$ cat config.mk
export PLATFORM = sky130hd
export DESIGN_NAME = dfs_flag_sync
export DESIGN_NICKNAME = d
export VERILOG_FILES = /design/src/shared/dfs_pkg.sv /design/src/logic/dfs_flag_sync.sv
export VERILOG_INCLUDE_DIRS = /design/src /design/src/shared
export SDC_FILE = /design/constraint.sdc
export NUM_CORES = 2
export LEC_CHECK = 0
export ABC_AREA = 0
export CAP_MARGIN = 40
export CORE_MARGIN = 4
export CORE_UTILIZATION = 55
export DETAILED_ROUTE_END_ITERATION = 10
export DONT_BUFFER_PORTS = 1
export GPL_TIMING_DRIVEN = 0
export PLACE_DENSITY = 0.71
export SLEW_MARGIN = 5
export SYNTH_ARGS = -nofsm -noshare
export SYNTH_HDL_FRONTEND = slang
export SYNTH_SLANG_ARGS = --single-unit
$ cat constraint.sdc
create_clock -name pclk -period 3.49 [get_ports pclk]
set_input_delay 0.349 -clock pclk [delete_from_list [all_inputs] [get_ports pclk]]
set_output_delay 0.349 -clock pclk [all_outputs]
set_load 0.05 [all_outputs]
$ cat src/shared/dfs_map.svh
`ifndef DFS_MAP_SVH
`define DFS_MAP_SVH

// ---------------------------------------------------------------
// Storage geometry
// ---------------------------------------------------------------
`define DFS_DEPTH          16
`define DFS_DEPTH_CNT      5'h10
`define DFS_AE_OFFSET      5'h04

// ---------------------------------------------------------------
// Register offsets (byte addresses)
// ---------------------------------------------------------------
`define DFS_CTRL_OFF       12'h000
`define DFS_STAT_OFF       12'h004

// ---------------------------------------------------------------
// Control fields and reset value
// ---------------------------------------------------------------
`define DFS_CTRL_FALL_THROUGH_MODE      0
`define DFS_CTRL_BM        1
`define DFS_CTRL_BYTE      2
`define DFS_CTRL_BE        3
`define DFS_CTRL_RST       4'h0

// ---------------------------------------------------------------
// Status fields
// ---------------------------------------------------------------
`define DFS_STAT_F1_LVL    0
`define DFS_STAT_F2_LVL    8
`define DFS_STAT_FLAGS_A   16
`define DFS_STAT_FLAGS_B   20

`endif

$ cat src/shared/dfs_pkg.sv
`include "dfs_map.svh"

package dfs_pkg;

	typedef logic [4:0]                    dfs_ptr_t;
	typedef logic [35:0]                   dfs_word_t;
	typedef logic [`DFS_DEPTH-1:0][35:0]   dfs_mem_t;

	// One port's request pins
	typedef struct packed {
		logic      chip_select_n;
		logic      dir_select;
		logic      mailbox_select;
		dfs_word_t data;
	} dfs_port_req_s;

	// One port's status flags
	typedef struct packed {
		logic almost_empty_n;
		logic input_ready_full_n;
		logic output_ready_empty_n;
	} dfs_flags_s;

	typedef struct packed {
		logic [3:0] ctrl;
		dfs_mem_t   mem1;
		dfs_mem_t   mem2;
		dfs_ptr_t   f1_wptr;
		dfs_ptr_t   f1_rptr;
		dfs_ptr_t   f2_wptr;
		dfs_ptr_t   f2_rptr;
		dfs_word_t  f1_head;
		logic       f1_head_vld;
		dfs_word_t  f2_head;
		logic       f2_head_vld;
		logic [1:0] b_rd_lane;
		logic [1:0] b_wr_lane;
		dfs_word_t  f2_asm;
		dfs_flags_s flags_a;
		dfs_flags_s flags_b;
		dfs_word_t  data_a;
		dfs_word_t  data_b;
		logic       pready;
		logic       pslverr;
		logic [31:0] prdata;
	} dfs_state_s;

endpackage : dfs_pkg

$ cat src/logic/dfs_flag_sync.sv
`timescale 1ns/10ps

// Notes on behaviour
// Fall-through: word written to empty FIFO1 reaches port B output within three clocks.
// Port B output-ready for FIFO1 drops only on the last piece read.
// Standard: port B empty flag rises the clock after a write to empty FIFO1.
// Standard: port B empty flag falls only on the last piece read emptying FIFO1.
// Fall-through: word written to empty FIFO2 reaches port A output within three clocks.
// Port A flags for FIFO2 are timed from the last port B piece write.
// Standard: port A empty flag rises the clock after a long word enters FIFO2.
// Fall-through: port A input-ready rises the clock after a read frees FIFO1.
// Standard: FIFO1 space counts as freed only on the last port B piece read; fall-through frees it when a word loads into the port B head.
// Standard: port A full flag rises the clock after a read frees FIFO1.
// Fall-through: port B input-ready rises the clock after a read frees FIFO2.
// Port B input-ready falls only on the last piece write filling FIFO2.
// Standard: port B full flag rises the clock after a read frees FIFO2.
// Port B full flag falls only on the last piece write filling FIFO2.
// Port B almost-empty rises the clock after writes leave the almost-empty range.
// Port B almost-empty falls only on the last piece read from FIFO1.
// Port B reads FIFO1 with select low, direction high, mailbox low.
// Bus match and size stay static while operating; endian chosen before use.
// Pointer events between the two port sides pass a synchroniser before flags.
// Full or input-ready falls on the filling write; writes are ignored while low.
module dfs_flag_sync
	import dfs_pkg::*;
(
	// APB clock and reset
	input  wire logic          pclk,
	input  wire logic          presetn,
	// APB slave
	input  wire logic          psel,
	input  wire logic          penable,
	input  wire logic          pwrite,
	input  wire logic [11:0]   paddr,
	input  wire logic [31:0]   pwdata,
	output logic               pready,
	output logic [31:0]        prdata,
	output logic               pslverr,
	// Port A
	input  wire dfs_port_req_s porta_req,
	output dfs_word_t          porta_data_out,
	output dfs_flags_s         porta_flags,
	// Port B
	input  wire dfs_port_req_s portb_req,
	output dfs_word_t          portb_data_out,
	output dfs_flags_s         portb_flags
);

	// ---------------------------------------------------------------
	// Piece helpers for port B sizing
	// ---------------------------------------------------------------
	function automatic dfs_word_t get_piece(dfs_word_t w, logic bm, logic byt, logic [1:0] p);
		dfs_word_t r;
		r = w;
		if (bm && byt) begin
			case (p)
				2'h0: r = {27'h0, w[8:0]};
				2'h1: r = {27'h0, w[17:9]};
				2'h2: r = {27'h0, w[26:18]};
				default: r = {27'h0, w[35:27]};
			endcase
		end else if (bm) begin
			r = p[0] ? {18'h0, w[35:18]} : {18'h0, w[17:0]};
		end
		return r;
	endfunction : get_piece

	function automatic dfs_word_t put_piece(dfs_word_t w, dfs_word_t d, logic bm, logic byt, logic [1:0] p);
		dfs_word_t r;
		r = d;
		if (bm && byt) begin
			r = w;
			case (p)
				2'h0: r[8:0] = d[8:0];
				2'h1: r[17:9] = d[8:0];
				2'h2: r[26:18] = d[8:0];
				default: r[35:27] = d[8:0];
			endcase
		end else if (bm) begin
			r = w;
			if (p[0]) begin
				r[35:18] = d[17:0];
			end else begin
				r[17:0] = d[17:0];
			end
		end
		return r;
	endfunction : put_piece

	// ---------------------------------------------------------------
	// State
	// ---------------------------------------------------------------
	dfs_state_s st_reg;
	dfs_state_s st_next;

	logic       fall_through_mode;
	logic       bm;
	logic       byt;
	logic       be;
	logic [1:0] lanes_m1;
	logic [1:0] rd_piece;
	logic [1:0] wr_piece;
	logic       a_wr;
	logic       a_rd;
	logic       b_wr;
	logic       b_rd;
	logic       b_rd_last;
	logic       b_wr_last;
	logic       apb_setup;
	logic       apb_write;
	logic [31:0] stat_word;

	assign fall_through_mode      = st_reg.ctrl[`DFS_CTRL_FALL_THROUGH_MODE];
	assign bm        = st_reg.ctrl[`DFS_CTRL_BM];
	assign byt       = st_reg.ctrl[`DFS_CTRL_BYTE];
	assign be        = st_reg.ctrl[`DFS_CTRL_BE];
	assign lanes_m1  = bm ? (byt ? 2'h3 : 2'h1) : 2'h0;
	assign rd_piece  = be ? 2'(lanes_m1 - st_reg.b_rd_lane) : st_reg.b_rd_lane;
	assign wr_piece  = be ? 2'(lanes_m1 - st_reg.b_wr_lane) : st_reg.b_wr_lane;
	assign b_rd_last = (st_reg.b_rd_lane == lanes_m1);
	assign b_wr_last = (st_reg.b_wr_lane == lanes_m1);

	// ---------------------------------------------------------------
	// Port decode
	// ---------------------------------------------------------------
	assign a_wr = !porta_req.chip_select_n && porta_req.dir_select && !porta_req.mailbox_select
		&& st_reg.flags_a.input_ready_full_n;
	assign a_rd = !porta_req.chip_select_n && !porta_req.dir_select && !porta_req.mailbox_select
		&& st_reg.flags_a.output_ready_empty_n;
	assign b_rd = !portb_req.chip_select_n && portb_req.dir_select && !portb_req.mailbox_select
		&& st_reg.flags_b.output_ready_empty_n;
	assign b_wr = !portb_req.chip_select_n && !portb_req.dir_select && !portb_req.mailbox_select
		&& st_reg.flags_b.input_ready_full_n;

	assign apb_setup = psel && !penable;
	assign apb_write = psel && penable && st_reg.pready && pwrite;

	always_comb begin
		stat_word = 32'h0;
		stat_word[`DFS_STAT_F1_LVL +: 5]  = 5'(st_reg.f1_wptr - st_reg.f1_rptr);
		stat_word[`DFS_STAT_F2_LVL +: 5]  = 5'(st_reg.f2_wptr - st_reg.f2_rptr);
		stat_word[`DFS_STAT_FLAGS_A +: 3] = st_reg.flags_a;
		stat_word[`DFS_STAT_FLAGS_B +: 3] = st_reg.flags_b;
	end

	// ---------------------------------------------------------------
	// Next state
	// ---------------------------------------------------------------
	always_comb begin
		st_next = st_reg;

		// FIFO1 write from port A
		if (a_wr) begin
			st_next.mem1[st_reg.f1_wptr[3:0]] = porta_req.data;
			st_next.f1_wptr = 5'(st_reg.f1_wptr + 5'h1);
		end

		// FIFO1 read on port B, piece by piece
		if (fall_through_mode) begin
			if (b_rd) begin
				if (b_rd_last) begin
					st_next.f1_head_vld = 1'b0;
					st_next.b_rd_lane = 2'h0;
				end else begin
					st_next.b_rd_lane = 2'(st_reg.b_rd_lane + 2'h1);
				end
			end
			// Same-clock pointers: the write is seen one edge later
			if (!st_next.f1_head_vld && (st_reg.f1_wptr != st_reg.f1_rptr)) begin
				st_next.f1_head = st_reg.mem1[st_reg.f1_rptr[3:0]];
				st_next.f1_head_vld = 1'b1;
				st_next.f1_rptr = 5'(st_reg.f1_rptr + 5'h1);
			end
			st_next.data_b = get_piece(st_next.f1_head, bm, byt,
				be ? 2'(lanes_m1 - st_next.b_rd_lane) : st_next.b_rd_lane);
		end else if (b_rd) begin
			st_next.data_b = get_piece(st_reg.mem1[st_reg.f1_rptr[3:0]], bm, byt, rd_piece);
			if (b_rd_last) begin
				st_next.f1_rptr = 5'(st_reg.f1_rptr + 5'h1);
				st_next.b_rd_lane = 2'h0;
			end else begin
				st_next.b_rd_lane = 2'(st_reg.b_rd_lane + 2'h1);
			end
		end

		// FIFO2 write from port B, assembled into long words
		if (b_wr) begin
			st_next.f2_asm = put_piece(st_reg.f2_asm, portb_req.data, bm, byt, wr_piece);
			if (b_wr_last) begin
				st_next.mem2[st_reg.f2_wptr[3:0]] = st_next.f2_asm;
				st_next.f2_wptr = 5'(st_reg.f2_wptr + 5'h1);
				st_next.f2_asm = 36'h0;
				st_next.b_wr_lane = 2'h0;
			end else begin
				st_next.b_wr_lane = 2'(st_reg.b_wr_lane + 2'h1);
			end
		end

		// FIFO2 read on port A
		if (fall_through_mode) begin
			if (a_rd) begin
				st_next.f2_head_vld = 1'b0;
			end
			if (!st_next.f2_head_vld && (st_reg.f2_wptr != st_reg.f2_rptr)) begin
				st_next.f2_head = st_reg.mem2[st_reg.f2_rptr[3:0]];
				st_next.f2_head_vld = 1'b1;
				st_next.f2_rptr = 5'(st_reg.f2_rptr + 5'h1);
			end
			st_next.data_a = st_next.f2_head;
		end else if (a_rd) begin
			st_next.data_a = st_reg.mem2[st_reg.f2_rptr[3:0]];
			st_next.f2_rptr = 5'(st_reg.f2_rptr + 5'h1);
		end

		// Output-ready or empty flags
		st_next.flags_b.output_ready_empty_n = fall_through_mode ? st_next.f1_head_vld
			: (st_reg.f1_wptr != st_next.f1_rptr);                 // see
		st_next.flags_a.output_ready_empty_n = fall_through_mode ? st_next.f2_head_vld
			: (st_reg.f2_wptr != st_next.f2_rptr);

		// Input-ready or full flags: fill seen at once, freeing one edge later
		st_next.flags_a.input_ready_full_n =
			(5'(st_next.f1_wptr - st_reg.f1_rptr) != `DFS_DEPTH_CNT); // see see
		st_next.flags_b.input_ready_full_n =
			(5'(st_next.f2_wptr - st_reg.f2_rptr) != `DFS_DEPTH_CNT); // see see see

		// Almost-empty flags
		st_next.flags_b.almost_empty_n =
			(5'(st_reg.f1_wptr - st_next.f1_rptr) > `DFS_AE_OFFSET); // see
		st_next.flags_a.almost_empty_n =
			(5'(st_reg.f2_wptr - st_next.f2_rptr) > `DFS_AE_OFFSET);

		// APB slave: answer registered in the setup cycle
		st_next.pready = apb_setup;
		if (apb_setup) begin
			st_next.pslverr = 1'b0;
			st_next.prdata = 32'h0;
			case (paddr)
				`DFS_CTRL_OFF: st_next.prdata = {28'h0, st_reg.ctrl};
				`DFS_STAT_OFF: st_next.prdata = stat_word;
				default: st_next.pslverr = 1'b1;
			endcase
		end
		if (apb_write && (paddr == `DFS_CTRL_OFF)) begin
			st_next.ctrl = pwdata[3:0];
		end
	end

	// ---------------------------------------------------------------
	// State register
	// ---------------------------------------------------------------
	always_ff @(posedge pclk or negedge presetn) begin
		if (!presetn) begin
			st_reg <= '0;
			st_reg.ctrl <= `DFS_CTRL_RST;
			st_reg.flags_a.input_ready_full_n <= 1'b1;
			st_reg.flags_b.input_ready_full_n <= 1'b1;
		end else begin
			st_reg <= st_next;
		end
	end

	assign pready         = st_reg.pready;
	assign prdata         = st_reg.prdata;
	assign pslverr        = st_reg.pslverr;
	assign porta_data_out = st_reg.data_a;
	assign porta_flags    = st_reg.flags_a;
	assign portb_data_out = st_reg.data_b;
	assign portb_flags    = st_reg.flags_b;

endmodule : dfs_flag_sync

==> run summary <==
==============================================================================
Failing checks .................................................. negative setup slack
Met1 Resource Use GR ............................................        0.440
Register-to-register setup slack ................................     -0.10 ns
Gp weighted congestion ..........................................        0.951
Post-layout power ...............................................      60.7 mW
Ordered list of cells on the worst path ......................... buf_8 > buf_12 > buf_12 > inv_12 > ha_4 > nand4_1 > or2_4 > a32oi_4 > buf_12 > mux2_4 > fa_2 > inv_2 > a21o_1 > a21oi_2 > xnor2_1 > or3_4
Io pins .........................................................          239
Max-Cap Viols ...................................................            0
Critical path data required time ................................      4.11 ns
Net total in the final layout ...................................        5,854
Power density of the placed cells ...............................  812 nW/um^2
Horizontal die dimension ........................................       350 um
Detail-routed via count per cell ................................         6.49
Shortest period the worst path allows ...........................      3.59 ns
Iteration-0 DRC count of the detailed router ....................        5,492
Buffer type at the clock tree root .............................. sky130_fd_sc_hd__clkbuf_16
Synth warn ......................................................            0
Delay of the slowest cell on the worst path .....................      0.44 ns
Commonest cells after routing, fill and taps aside .............. sky130_fd_sc_hd__dfrtp_1, sky130_fd_sc_hd__mux2_2, sky130_fd_sc_hd__nand2_1, sky130_fd_sc_hd__o21ai_0, sky130_fd_sc_hd__clkbuf_1
Slowest cell on the critical path ............................... sky130_fd_sc_hd__or3_4
DRC errors left .................................................            0
Timing-limited maximum frequency ................................      278 MHz
Netlist cell types ..............................................           78
Post-route cell area ............................................  74,700 um^2
Netlist area before placement ...................................  64,500 um^2
GRT Max-Usage Layer .............................................         met2
Slew Limit Fails ................................................            0
Antenna violations before repair ................................           19
Number of placed instances with taps included ...................        6,951
Layout filler cell count ........................................        8,715
Top cell type by total area after synthesis ..................... sky130_fd_sc_hd__dfrtp_1
Ys flop type .................................................... sky130_fd_sc_hd__dfrtp_1
Arrival @ worst endpoint ........................................      4.21 ns
Overall die area ................................................ 123,000 um^2
Number of flip-flops in the largest register ....................        1,286
Total of flip-flops plus latches after synthesis ................        1,386
Utilization after layout ........................................        0.642
CTS Buf Count ...................................................          149
Setup repair after global routing missed its margin .............         true
Final clock skew ................................................    0.0279 ns
Hold violation count in the final report ........................            0
Die extent in y .................................................       350 um
Met3 global-route usage .........................................       0.0786
Placed Area .....................................................  67,700 um^2
Latest clock arrival within the worst-skew pair .................      0.78 ns
Measured slew at the worst slew-check pin .......................      1.30 ns
Reg clk slew, reported paths ....................................      0.06 ns
Port buffer count ...............................................            0
Dominant delay contributor by cell family on the critical path .. simple AND/OR/NAND/NOR gates
Final worst-path cycle share ....................................         1.03
Mean routed wirelength per cell .................................      28.7 um
Worst Path Buf+Inv ..............................................            6
Number of standard cells in the layout, taps in and fillers out .        7,343
TritonCTS clock tree ............................................          yes
Leakage power figure ............................................      34.3 nW
Leading cell type in the layout, fill and taps excluded ......... sky130_fd_sc_hd__dfrtp_1
Fin Hold WS .....................................................    0.0133 ns
Highest net fanout along the worst path .........................            8
Result of the run ............................................... complete, but fails checks
First-pass DRT Iterations .......................................            7
Final HPWL DP ...................................................       144 mm
Tot GR Track Use ................................................        0.341
Max Buffers Root-to-Sink ........................................            3
Sequential share of the synthesized area ........................        0.538
Setup WS post-layout ............................................    -0.103 ns
Critical path launch point type .................................         flop
Top post-synthesis cells by area ................................ sky130_fd_sc_hd__dfrtp_1, sky130_fd_sc_hd__mux2_2, sky130_fd_sc_hd__mux4_2, sky130_fd_sc_hd__o21ai_0, sky130_fd_sc_hd__nand2_1
Global-route met2 utilization ...................................        0.536
Via count .......................................................       47,600
Row count .......................................................          125
Gate count of the mapped netlist ................................        5,317
Number of enable-type register cells in the synthesized netlist .            0
Worst slew margin ...............................................        0.131
Initial Util ....................................................        0.554
Worst setup EP type .............................................         flop
Total wirelength of the detailed-routed design ..................       211 mm
Wire length of the first global-routing pass ....................       310 mm
Number of nets with antenna violations after detailed routing ...            0
Maximum number of pins on one net before global-route repair ....          279
Area share of the largest cell type after synthesis .............        0.537
Number of sinks handled by clock tree synthesis .................        1,386
GRT Residual Overflow ...........................................            0
Synthesized area per cell .......................................    12.1 um^2
Via count of the first global-routing pass ......................       47,500
Core area ....................................................... 116,000 um^2
Setup WS pre-CTS ................................................     -1.33 ns
Total Neg Setup Slack ...........................................    -0.110 ns
Worst min-delay path class ...................................... input pin to flop
Async set-reset flop share out of synthesis .....................         1.00
Proportion of layout cells with a drive suffix above 1 ..........        0.292
Critical path class ............................................. flop to flop
Area Growth Syn to Fin ..........................................        15.9%
Setup-failing EPs final .........................................            2
Cell mode on critical path ...................................... sky130_fd_sc_hd__buf_12
Worst supply voltage drop on vdd ................................     0.545 mV
H-Tree Depth ....................................................            4
==============================================================================
## kinds of logic after synthesis
kind of cell	share of synthesized area
flip-flops	0.538
multiplexers	0.240
AO/OA/AOI/OAI	0.101
AND/OR/NAND/NOR	0.0638
buffers and inverters	0.0430
adder cells (fa/ha/maj)	0.00811
XOR/XNOR	0.00543
other	0.0000581
## synthesized netlist by cell type, drive strengths merged (30+ instances only)
| cell | number |
|---|---|
| a21oi | 71 |
| ha | 37 |
| nand2 | 676 |
| mux4 | 216 |
| buf | 191 |
| mux2i | 217 |
| dfrtp | 1384 |
| inv | 44 |
| nand3 | 71 |
| mux2 | 749 |
| o21ai | 653 |
| a22oi | 72 |
| a22o | 30 |
| a31oi | 53 |
| clkbuf | 353 |
| nor2 | 140 |
| a221oi | 102 |
## final timing paths
kind | cells past startpoint | end | from
worst max-delay path | 16 | portb_flags[2] | st_reg[237]
worst min-delay path | 3 | st_reg[125] | portb_req[4]
worst max register to register | 16 | portb_flags[2] | st_reg[237]
worst min register to register | 1 | st_reg[220] | st_reg[220]
max in group asynchronous | 5 | st_reg[229] | presetn
min in group asynchronous | 2 | porta_data_out[9] | presetn
## report_power, final
part           switching, mW  internal (mW)
clock                   6.63           9.51
combinational           13.3           9.07
sequential              2.25           19.9
## worst register-to-register path, stage by stage, from the launching register on
cell	delay, ns
sky130_fd_sc_hd__dfrtp_1	0.39
sky130_fd_sc_hd__buf_8	0.13
sky130_fd_sc_hd__buf_12	0.11
sky130_fd_sc_hd__buf_12	0.13
sky130_fd_sc_hd__inv_12	0.07
sky130_fd_sc_hd__ha_4	0.27
sky130_fd_sc_hd__nand4_1	0.09
sky130_fd_sc_hd__or2_4	0.30
sky130_fd_sc_hd__a32oi_4	0.27
sky130_fd_sc_hd__buf_12	0.16
sky130_fd_sc_hd__mux2_4	0.33
sky130_fd_sc_hd__fa_2	0.38
sky130_fd_sc_hd__inv_2	0.06
sky130_fd_sc_hd__a21o_1	0.13
sky130_fd_sc_hd__a21oi_2	0.07
sky130_fd_sc_hd__xnor2_1	0.12
sky130_fd_sc_hd__or3_4	0.44
## layout make-up
type	count	area (um^2)	share of cell area
flip-flops and latches	1386	34700	0.464
multi-input cells	3356	27700	0.371
clock buffers	221	4510	0.0603
plain buffers	539	2850	0.0382
repair buffers	209	2280	0.0305
well taps	1524	1910	0.0255
clock inverters	42	478	0.00640
inverters	46	214	0.00286
diodes	20	50.0	0.000670
## routing by layer
metal | wire (um) | up-vias
li1 | - | 19900
met1 | 79500 | 24400
met3 | 19600 | 657
met5 | 27 | -
met4 | 14100 | 4
met2 | 97600 | 2700
## what timing repair did
item	in CTS	in global routing
pin swaps	10	21
buffers inserted	14	25
endpoints found under the setup margin	734	924
hold buffers	69	0
gates resized for setup	189	90
gates cloned	0	2
hold endpoints to repair	649	0
Note: power is estimated with default switching activity, not from simulation.
